==> config.mk <==
export PLATFORM = sky130hd
export DESIGN_NAME = ssp_top
export DESIGN_NICKNAME = d
export VERILOG_FILES = /design/src/shared/ssp_pkg.sv /design/src/shared/ssp_baud_if.sv /design/src/core/ssp_baud.sv /design/src/core/ssp_top.sv
export SDC_FILE = /design/constraint.sdc
export NUM_CORES = 1
export LEC_CHECK = 0
export ABC_CLOCK_PERIOD_IN_PS = 4100
export BUFFER_PORTS_ARGS = -buffer_cell sky130_fd_sc_hd__buf_2
export CORE_MARGIN = 1
export CORE_UTILIZATION = 49
export CTS_BUF_LIST = sky130_fd_sc_hd__clkbuf_8 sky130_fd_sc_hd__clkbuf_16
export CTS_CLUSTER_SIZE = 10
export DETAILED_ROUTE_END_ITERATION = 16
export MAX_ROUTING_LAYER = met4
export PLACE_DENSITY = 0.84
export SLEW_MARGIN = 20
export SYNTH_ARGS = -nofsm -noshare
export SYNTH_HDL_FRONTEND = slang
export SYNTH_SLANG_ARGS = --single-unit
==> constraint.sdc <==
create_clock -name pclk -period 4.1 [get_ports pclk]
set_input_delay 0.41 -clock pclk [delete_from_list [all_inputs] [get_ports pclk]]
set_output_delay 0.41 -clock pclk [all_outputs]
set_load 0.05 [all_outputs]
==> src/shared/ssp_pkg.sv <==
package ssp_pkg;

    // Register byte addresses
    localparam logic [7:0] ADDR_DATA = 8'h00;
    localparam logic [7:0] ADDR_BAUD = 8'h04;
    localparam logic [7:0] ADDR_CTRL = 8'h08;
    localparam logic [7:0] ADDR_IRQ  = 8'h0c;
    localparam logic [7:0] ADDR_PROT = 8'h10;
    localparam logic [7:0] ADDR_PIN  = 8'h14;
    localparam logic [7:0] ADDR_PORT = 8'h18;

    // Serial control fields
    localparam int unsigned CTRL_SRC_LSB  = 0;
    localparam int unsigned CTRL_SRC_MSB  = 1;
    localparam int unsigned CTRL_OUT_FUNC = 2;
    localparam int unsigned CTRL_OUT_EN   = 3;
    localparam int unsigned CTRL_PHASE    = 4;
    localparam int unsigned CTRL_ORDER    = 5;
    localparam int unsigned CTRL_CLK_SRC  = 6;
    localparam int unsigned CTRL_OUT_LVL  = 7;

    // Request control fields
    localparam int unsigned IRQ_LVL_LSB = 0;
    localparam int unsigned IRQ_LVL_MSB = 2;
    localparam int unsigned IRQ_REQ     = 3;
    localparam int unsigned IRQ_CAUSE   = 4;

    // Protect, pin control and port fields
    localparam int unsigned PROT_UNLOCK  = 2;
    localparam int unsigned PIN_SERIAL   = 0;
    localparam int unsigned PIN_CLK_LVL  = 1;
    localparam int unsigned PIN_SOUT_LVL = 2;
    localparam int unsigned PORT_CS      = 0;
    localparam int unsigned PORT_BUSY    = 1;

    // Reset values
    localparam logic [7:0] DATA_RST = 8'h00;
    localparam logic [7:0] BAUD_RST = 8'h00;
    localparam logic [7:0] CTRL_RST = 8'h00;
    localparam logic [7:0] IRQ_RST  = 8'h00;
    localparam logic [7:0] PIN_RST  = 8'h06;
    localparam logic       CS_RST   = 1'b1;

    // Last bit index of a byte
    localparam logic [2:0] LAST_BIT = 3'h7;

    typedef enum logic {
        ST_IDLE  = 1'b0,
        ST_SHIFT = 1'b1
    } ssp_state_type;

    // Prescaler terminal count per count source: f1, f8, f32, f2
    function automatic logic [4:0] presc_limit(input logic [1:0] sel);
        logic [4:0] lim;
        lim = 5'h00;
        unique case (sel)
            2'h0: lim = 5'h00;
            2'h1: lim = 5'h07;
            2'h2: lim = 5'h1f;
            2'h3: lim = 5'h01;
        endcase
        return lim;
    endfunction

endpackage

==> src/shared/ssp_baud_if.sv <==
`timescale 1ns/1ps
interface ssp_baud_if;
    logic       run;
    logic [1:0] src;
    logic [7:0] divisor;
    logic       tick;

    modport ctl (output run, output src, output divisor, input tick);
    modport gen (input run, input src, input divisor, output tick);
endinterface

==> src/core/ssp_baud.sv <==
`timescale 1ns/1ps
module ssp_baud (
    // Clock and reset
    input  wire logic pclk,
    input  wire logic presetn,
    // Control from the channel
    ssp_baud_if.gen   g
);

    typedef struct packed {
        logic [4:0] pre;
        logic [7:0] div;
        logic       tick;
    } ssp_baud_state_type;

    ssp_baud_state_type r;
    ssp_baud_state_type n;

    // One tick per half transfer-clock period
    always_comb begin
        n = r;
        n.tick = 1'b0;
        if (!g.run) begin
            n.pre = 5'h00;
            n.div = 8'h00;
        end else if (r.pre == ssp_pkg::presc_limit(g.src)) begin
            n.pre = 5'h00;
            if (r.div == g.divisor) begin
                n.div = 8'h00;
                n.tick = 1'b1;
            end else begin
                n.div = r.div + 8'h01;
            end
        end else begin
            n.pre = r.pre + 5'h01;
        end
    end

    always_ff @(posedge pclk or negedge presetn) begin
        if (!presetn) begin
            r <= '0;
        end else begin
            r <= n;
        end
    end

    assign g.tick = r.tick;

endmodule

==> src/core/ssp_top.sv <==
// Local design decisions: the APB interface to the registers and the address map.
`timescale 1ns/1ps
// Notes on behaviour
// - Phase zero: launch on fall, sample on rise
// - Order bit one shifts MSB first
// - Transfer clock rests high when idle
// - Data register write while idle starts a transfer
// - Data register: byte in, received byte out
// - Transfer completion sets the request flag when cause is zero
// - Flag one is pending; host clears it
// - Cause one: request when buffer empties
// - Eight-bit divider sets transfer rate
// - Two-bit field picks divider count source
// - Source bit zero: internal clock driven out
// - Data out needs function 0, enable 1
// - Protected registers need unlock just before
module ssp_top (
    // Clock and reset
    input  wire logic        pclk,
    input  wire logic        presetn,
    // APB slave
    input  wire logic [7:0]  paddr,
    input  wire logic        psel,
    input  wire logic        penable,
    input  wire logic        pwrite,
    input  wire logic [31:0] pwdata,
    output logic      [31:0] prdata,
    output logic             pready,
    output logic             pslverr,
    // Transfer clock pin
    output logic             clk_o,
    output logic             clk_oe,
    input  wire logic        clk_i,
    // Serial data pins
    output logic             sout_o,
    output logic             sout_oe,
    input  wire logic        sin_i,
    // Chip select port
    output logic             cs_n_o
);

    typedef struct packed {
        ssp_pkg::ssp_state_type st;
        logic [7:0]             shreg;
        logic [7:0]             baud;
        logic [7:0]             ctrl;
        logic [7:0]             irq;
        logic [7:0]             pin;
        logic                   cs;
        logic                   unlock;
        logic [2:0]             bit_cnt;
        logic                   sclk;
        logic                   sout;
        logic                   clk_pin;
        logic                   clk_oe;
        logic                   sout_pin;
        logic                   sout_oe;
        logic                   clk_in_d;
        logic                   pready;
        logic                   pslverr;
        logic [31:0]            prdata;
    } ssp_top_state_type;

    ssp_top_state_type r;
    ssp_top_state_type n;

    ssp_baud_if bif ();

    ssp_baud u_baud (
        .pclk    (pclk),
        .presetn (presetn),
        .g       (bif)
    );

    function automatic logic out_bit(input logic [7:0] d, input logic msb_first);
        return msb_first ? d[7] : d[0];
    endfunction

    function automatic logic [7:0] shift_in(input logic [7:0] d, input logic msb_first, input logic b);
        return msb_first ? {d[6:0], b} : {b, d[7:1]};
    endfunction

    function automatic logic addr_mapped(input logic [7:0] a);
        return a == ssp_pkg::ADDR_DATA || a == ssp_pkg::ADDR_BAUD ||
               a == ssp_pkg::ADDR_CTRL || a == ssp_pkg::ADDR_IRQ  ||
               a == ssp_pkg::ADDR_PROT || a == ssp_pkg::ADDR_PIN  ||
               a == ssp_pkg::ADDR_PORT;
    endfunction

    logic setup;
    logic wr;
    logic start;
    logic set_req;
    logic fall_ev;
    logic rise_ev;
    logic ext_clk;
    logic msb_first;
    logic phase;
    logic serial_pins;
    logic [7:0] rd_byte;

    always_comb begin
        n = r;
        n.pready = 1'b0;
        n.pslverr = 1'b0;
        start = 1'b0;
        set_req = 1'b0;
        rd_byte = 8'h00;
        ext_clk = r.ctrl[ssp_pkg::CTRL_CLK_SRC];
        msb_first = r.ctrl[ssp_pkg::CTRL_ORDER];
        phase = r.ctrl[ssp_pkg::CTRL_PHASE];
        // A cycle that already answers is never taken as a new setup
        setup = psel && !penable && !r.pready;
        wr = psel && penable && r.pready && pwrite;

        // Clock edges come from the divider, or from the pin in slave mode
        if (ext_clk) begin
            fall_ev = r.clk_in_d && !clk_i;
            rise_ev = !r.clk_in_d && clk_i;
        end else begin
            fall_ev = bif.tick && r.sclk;
            rise_ev = bif.tick && !r.sclk;
        end

        // Read data is captured in the setup cycle, answered in the access
        if (setup) begin
            n.pready = 1'b1;
            n.pslverr = !addr_mapped(paddr);
            case (paddr)
                ssp_pkg::ADDR_DATA: begin
                    rd_byte = r.shreg;
                end
                ssp_pkg::ADDR_BAUD: begin
                    rd_byte = r.baud;
                end
                ssp_pkg::ADDR_CTRL: begin
                    rd_byte = r.ctrl;
                end
                ssp_pkg::ADDR_IRQ: begin
                    rd_byte = r.irq;
                end
                ssp_pkg::ADDR_PROT: begin
                    rd_byte[ssp_pkg::PROT_UNLOCK] = r.unlock;
                end
                ssp_pkg::ADDR_PIN: begin
                    rd_byte = r.pin;
                end
                ssp_pkg::ADDR_PORT: begin
                    rd_byte[ssp_pkg::PORT_CS] = r.cs;
                    rd_byte[ssp_pkg::PORT_BUSY] = r.st == ssp_pkg::ST_SHIFT;
                end
                default: begin
                    rd_byte = 8'h00;
                end
            endcase
            n.prdata = {24'h000000, rd_byte};
        end

        // Any write other than to the protect register uses up the unlock
        if (wr) begin
            n.unlock = 1'b0;
            case (paddr)
                ssp_pkg::ADDR_DATA: begin
                    start = r.st == ssp_pkg::ST_IDLE;
                end
                ssp_pkg::ADDR_BAUD: begin
                    n.baud = pwdata[7:0];
                end
                ssp_pkg::ADDR_CTRL: begin
                    if (r.unlock) begin
                        n.ctrl = pwdata[7:0];
                    end
                end
                ssp_pkg::ADDR_IRQ: begin
                    n.irq = pwdata[7:0];
                end
                ssp_pkg::ADDR_PROT: begin
                    n.unlock = pwdata[ssp_pkg::PROT_UNLOCK];
                end
                ssp_pkg::ADDR_PIN: begin
                    if (r.unlock) begin
                        n.pin = pwdata[7:0];
                    end
                end
                ssp_pkg::ADDR_PORT: begin
                    n.cs = pwdata[ssp_pkg::PORT_CS];
                end
                default: begin
                    n.unlock = 1'b0;
                end
            endcase
        end

        // Shifter: eight clock periods, then back to idle
        unique case (r.st)
            ssp_pkg::ST_IDLE: begin
                n.sclk = 1'b1;
                n.bit_cnt = 3'h0;
                if (start) begin
                    n.st = ssp_pkg::ST_SHIFT;
                    n.shreg = pwdata[7:0];
                    // Phase zero keeps the idle level until the first fall
                    if (phase) begin
                        n.sout = out_bit(pwdata[7:0], msb_first);
                    end else begin
                        n.sout = r.ctrl[ssp_pkg::CTRL_OUT_LVL];
                    end
                    set_req = r.irq[ssp_pkg::IRQ_CAUSE];
                end else begin
                    n.sout = r.ctrl[ssp_pkg::CTRL_OUT_LVL];
                end
            end
            ssp_pkg::ST_SHIFT: begin
                if (fall_ev) begin
                    n.sclk = 1'b0;
                    if (!phase) begin
                        n.sout = out_bit(r.shreg, msb_first);
                    end else begin
                        n.shreg = shift_in(r.shreg, msb_first, sin_i);
                    end
                end
                if (rise_ev) begin
                    n.sclk = 1'b1;
                    if (!phase) begin
                        n.shreg = shift_in(r.shreg, msb_first, sin_i);
                    end
                    if (r.bit_cnt == ssp_pkg::LAST_BIT) begin
                        n.st = ssp_pkg::ST_IDLE;
                        set_req = !r.irq[ssp_pkg::IRQ_CAUSE];
                    end else begin
                        n.bit_cnt = r.bit_cnt + 3'h1;
                        if (phase) begin
                            n.sout = out_bit(r.shreg, msb_first);
                        end
                    end
                end
            end
        endcase

        // Hardware set wins over a clearing write in the same cycle
        if (set_req) begin
            n.irq[ssp_pkg::IRQ_REQ] = 1'b1;
        end

        // Pins follow the next state so they change with it
        serial_pins = n.pin[ssp_pkg::PIN_SERIAL];
        if (serial_pins) begin
            n.clk_pin = n.sclk;
            n.clk_oe = !n.ctrl[ssp_pkg::CTRL_CLK_SRC];
            n.sout_pin = n.sout;
            n.sout_oe = !n.ctrl[ssp_pkg::CTRL_OUT_FUNC] && n.ctrl[ssp_pkg::CTRL_OUT_EN];
        end else begin
            n.clk_pin = n.pin[ssp_pkg::PIN_CLK_LVL];
            n.clk_oe = 1'b1;
            n.sout_pin = n.pin[ssp_pkg::PIN_SOUT_LVL];
            n.sout_oe = 1'b1;
        end
        // Pin level one cycle back, for edges in slave mode
        n.clk_in_d = clk_i;
    end

    always_ff @(posedge pclk or negedge presetn) begin
        if (!presetn) begin
            r <= '{
                st:       ssp_pkg::ST_IDLE,
                shreg:    ssp_pkg::DATA_RST,
                baud:     ssp_pkg::BAUD_RST,
                ctrl:     ssp_pkg::CTRL_RST,
                irq:      ssp_pkg::IRQ_RST,
                pin:      ssp_pkg::PIN_RST,
                cs:       ssp_pkg::CS_RST,
                unlock:   1'b0,
                bit_cnt:  3'h0,
                sclk:     1'b1,
                sout:     1'b0,
                clk_pin:  1'b1,
                clk_oe:   1'b1,
                sout_pin: 1'b1,
                sout_oe:  1'b1,
                clk_in_d: 1'b1,
                pready:   1'b0,
                pslverr:  1'b0,
                prdata:   32'h00000000
            };
        end else begin
            r <= n;
        end
    end

    // Divider runs only while shifting on the internal clock
    assign bif.run = (r.st == ssp_pkg::ST_SHIFT) && !r.ctrl[ssp_pkg::CTRL_CLK_SRC];
    assign bif.src = r.ctrl[ssp_pkg::CTRL_SRC_MSB:ssp_pkg::CTRL_SRC_LSB];
    assign bif.divisor = r.baud;

    assign prdata = r.prdata;
    assign pready = r.pready;
    assign pslverr = r.pslverr;
    assign clk_o = r.clk_pin;
    assign clk_oe = r.clk_oe;
    assign sout_o = r.sout_pin;
    assign sout_oe = r.sout_oe;
    assign cs_n_o = r.cs;

endmodule

==> run_results.csv <==
group,metric,value,unit
worst_setup_path,cp-startpoint,"bif.src[0]$_DFFE_PN0P_",
yosys,ys_ff_latch,77,
yosys,muxShareOfSynthArea,0.144,
die,die_x,96.1,µm
timing,drv_slew,0,
yosys,synth_simple_gate_area_frac,0.156,
yosys,netlist_area,4340,µm²
routing,wl_met2,4200,µm
clocking,htreeDepth,3,
global_route,grt_pass1_wl,14600,µm
timing,fin_crit_sh,0.591,
timing,finalSetupViolations,0,
yosys,synthesis.instances,400,
power,seq_power_share,0.487,
die,io_pins,86,
worst_setup_path,r2r_cells,6,
run_status,outcome,"finished, final reports clean",
yosys,synth_area_leaders,"dfrtp_1 39%, mux2_2 8.6%, buf_4 5.7%",
worst_setup_path,start_kind,"register",
worst_setup_path,r2r_end,"u_baud.r[4]$_DFFE_PN0P_",
timing,tightest_slew,1.03,ns
yosys,synth_flop_cell,"dfrtp_1",
global_route,grtUsageTotal,0.221,
timing,slew_headroom,0.310,
timing,period_minus_slack,2.42,ns
clocking,clk_path_buf_depth,2,
routing,final_antenna_net_count,0,
clocking,clock_latency,0.35,ns
placement,port_buffers,37,
worst_setup_path,r2r_slack,1.68,ns
yosys,synth_cell_types,64,
power,swShare,0.267,
clocking,cts.sinks,77,
yosys,synth_compound_area_frac,0.124,
worst_setup_path,worstPathArrival,2.65,ns
final_layout,area_growth_syn_to_layout,7.01,%
power,p_clk_frac,0.396,
routing,drt_wl_total,9150,µm
routing,wl_met1,4130,µm
yosys,synth_top_family_by_area,"simple AND/OR/NAND/NOR gates",
yosys,yosysSeqAreaShare,0.447,
global_route,antenna_found_initial,0,
placement,place_congestion,0.880,
worst_setup_path,criticalPathCategory,"reg2reg",
timing,rsz0062_at_grt,"false",
routing,drt_iter0_drc,175,
yosys,async_flop_share,1.00,
placement,dpl.hpwl,6530,µm
clocking,cts_tree,"yes",
final_layout,fin_nets,473,
final_layout,final_area,4640,µm²
clocking,ctsHoldBuffers,0,
power,p_leak,2.17,nW
yosys,synth-xor-area-share,0.0303,
routing,wl_met3,631,µm
power,switching_power,0.429,mW
clocking,cts_buffers,9,
timing,finalSetupTns,0,ns
die,die_area,9240,µm²
clocking,clkTransAtPathRegs,0.08,ns
routing,drc_errors,0,
clocking,post-cts-setup-buffer-count,0,
final_layout,drive_gt1_frac,0.256,
yosys,yosysTopAreaCell,"dfrtp_1",
timing,max_freq,413,MHz
worst_setup_path,r2r-start,"bif.src[0]$_DFFE_PN0P_",
routing,top_layer_used,"met4",
global_route,first_global_vias,2820,
power,combPwrFrac,0.117,
worst_hold_path,hold_path.class,"in2async",
power,internal-power,1.18,mW
job,max-cap-violations,0,
yosys,yosys_warnings,0,
clocking,cts-root-buf,"clkbuf_8",
die,die_h,96.1,µm
die,coreArea,8380,µm²
timing,finalHoldViolCount,0,
power,p_per_area,346,nW/µm²
routing,viasPerCell,5.84,
worst_setup_path,required,4.33,ns
placement,placed_cell_area,4420,µm²
yosys,synth_edf_count,0,
yosys,syn_avg_cell_area,10.8,µm²
global_route,gr-total-overflow,0,
power,vdd_ir_drop_max,0.000191,V
worst_setup_path,critPathCaptureType,"register",
routing,vias,3095,
routing,firstDrtPassIters,4,
die,rows,33,
global_route,grt_max_degree,78,
worst_setup_path,endpoint,"u_baud.r[4]$_DFFE_PN0P_",
die,start_util,0.518,
clocking,cts_resized,0,
final_layout,post-route-util,0.554,
yosys,yosys.area_share.adder,0.0173,
routing,wl_per_cell,17.3,µm
worst_setup_path,critPathMaxFanout,13,
timing,fin_skew,0.00893,ns
yosys,yosysTopAreaCellShare,0.392,
final_layout,antenna_cells,0,
synth_stat cells, types with 4 or more instances:
library cell	count
clkbuf_1	7
buf_2	6
nand2_1	21
o21ai_0	8
o21bai_1	4
a22o_1	11
mux2_2	33
nor4_1	5
a22oi_1	9
dfrtp_1	68
dfstp_2	9
buf_4	33
xor2_1	12
inv_1	4
mux2i_1	15
ha_1	6
nand4_1	4
nand3_1	8
nor3b_1	8
nor2_1	31
a21oi_1	16
nor3_1	6
and3_1	6
a221o_1	8
critical path, stage by stage (launching register included):
cell and delay (ns):
dfrtp_1 0.38, inv_1 0.11, ha_1 0.25, and3_1 0.19
o221ai_1 0.75, a21oi_1 0.31, a32o_1 0.31
power groups by stage:
stage	Sequential, mW	Clock, mW	Combinational [mW]
2_1_floorplan	0.799	0	0.165
3_3_place_gp	0.796	0	0.186
3_5_place_dp	0.797	0	0.189
4_1_cts	0.782	0.649	0.189
5_1_grt	0.784	0.681	0.203
6_report	0.782	0.637	0.188
logic make-up after synthesis:
group,after synthesis
simple gates,117
xor+xnor,15
fa+ha+maj,6
mux,55
flops,77
compound gates,73
buf+inv,56
other cells,1
cell type report:
type	instances	area, µm²
inverter	5	18.8
fill	714	3740
multi-input combinational	290	2140
clock buffer	11	151
timing repair buffer	37	188
clock inverter	5	73.8
sequential	77	1940
tap	105	131
state kept, by name, summed over array words and instances (netlist names):
name	count
u_baud.r	13
prdata	8
clk_oe	1
sout_o	1
phase	1
clk_o	1
bif.src	2
pslverr	1
bif.divisor	8
r	35
u_baud.g.tick	1
cs_n_o	1
ext_clk	1
sout_oe	1
msb_first	1
pready	1
cell usage in the layout, fill, tap and decap left out, types with 4 or more instances in the layout:
cell / instances
buf_2: 36
nor2_1: 31
mux2i_1: 15
nor3_1: 6
o21bai_1: 4
dfrtp_1: 68
conb_1: 24
mux2_2: 33
a21oi_1: 16
ha_1: 6
nand4_1: 4
nand2_1: 21
dfstp_2: 9
clkbuf_8: 11
a22o_1: 11
nand3_1: 8
nor3b_1: 7
o21ai_0: 8
a221o_1: 8
a22oi_1: 9
inv_1: 5
nor4_1: 5
xor2_1: 12
and3_1: 6
how the worst min path moves through the flow:
stage	startpoint	to	slack [ns]	cells after the start
3_5_place_dp	r[49]$_DFFE_PN0P_	r[49]$_DFFE_PN0P_	0.49	2
3_3_place_gp	r[60]$_DFFE_PN0P_	r[60]$_DFFE_PN0P_	0.46	1
2_1_floorplan	presetn	bif.divisor[0]$_DFFE_PN0P_	0.11	0
6_report	presetn	r[41]$_DFFE_PN0P_	0.21	1
5_1_grt	clk_i	r[34]$_DFF_PN1_	0.21	1
4_1_cts	clk_i	r[34]$_DFF_PN1_	0.20	1
per-stage QoR:
step | setup WS (ns) | hold slack, ns | total power, mW | cells
floorplan | 1.99 | 0.114 | 0.964 | 423
global placement | 1.63 | 0.462 | 0.983 | 514
detailed placement | 1.51 | 0.491 | 0.985 | 514
CTS | 1.67 | 0.203 | 1.62 | 530
global route | 1.52 | 0.208 | 1.67 | 530
finish | 1.68 | 0.207 | 1.61 | 530
metal layers:
layer / GRT usage / up-vias
met5: - / -
met4: 0.102 / 0
met3: 0.0411 / 14
met2: 0.323 / 122
met1: 0.297 / 1514
li1: - / 1445
Power figures use the tool's default switching activity.
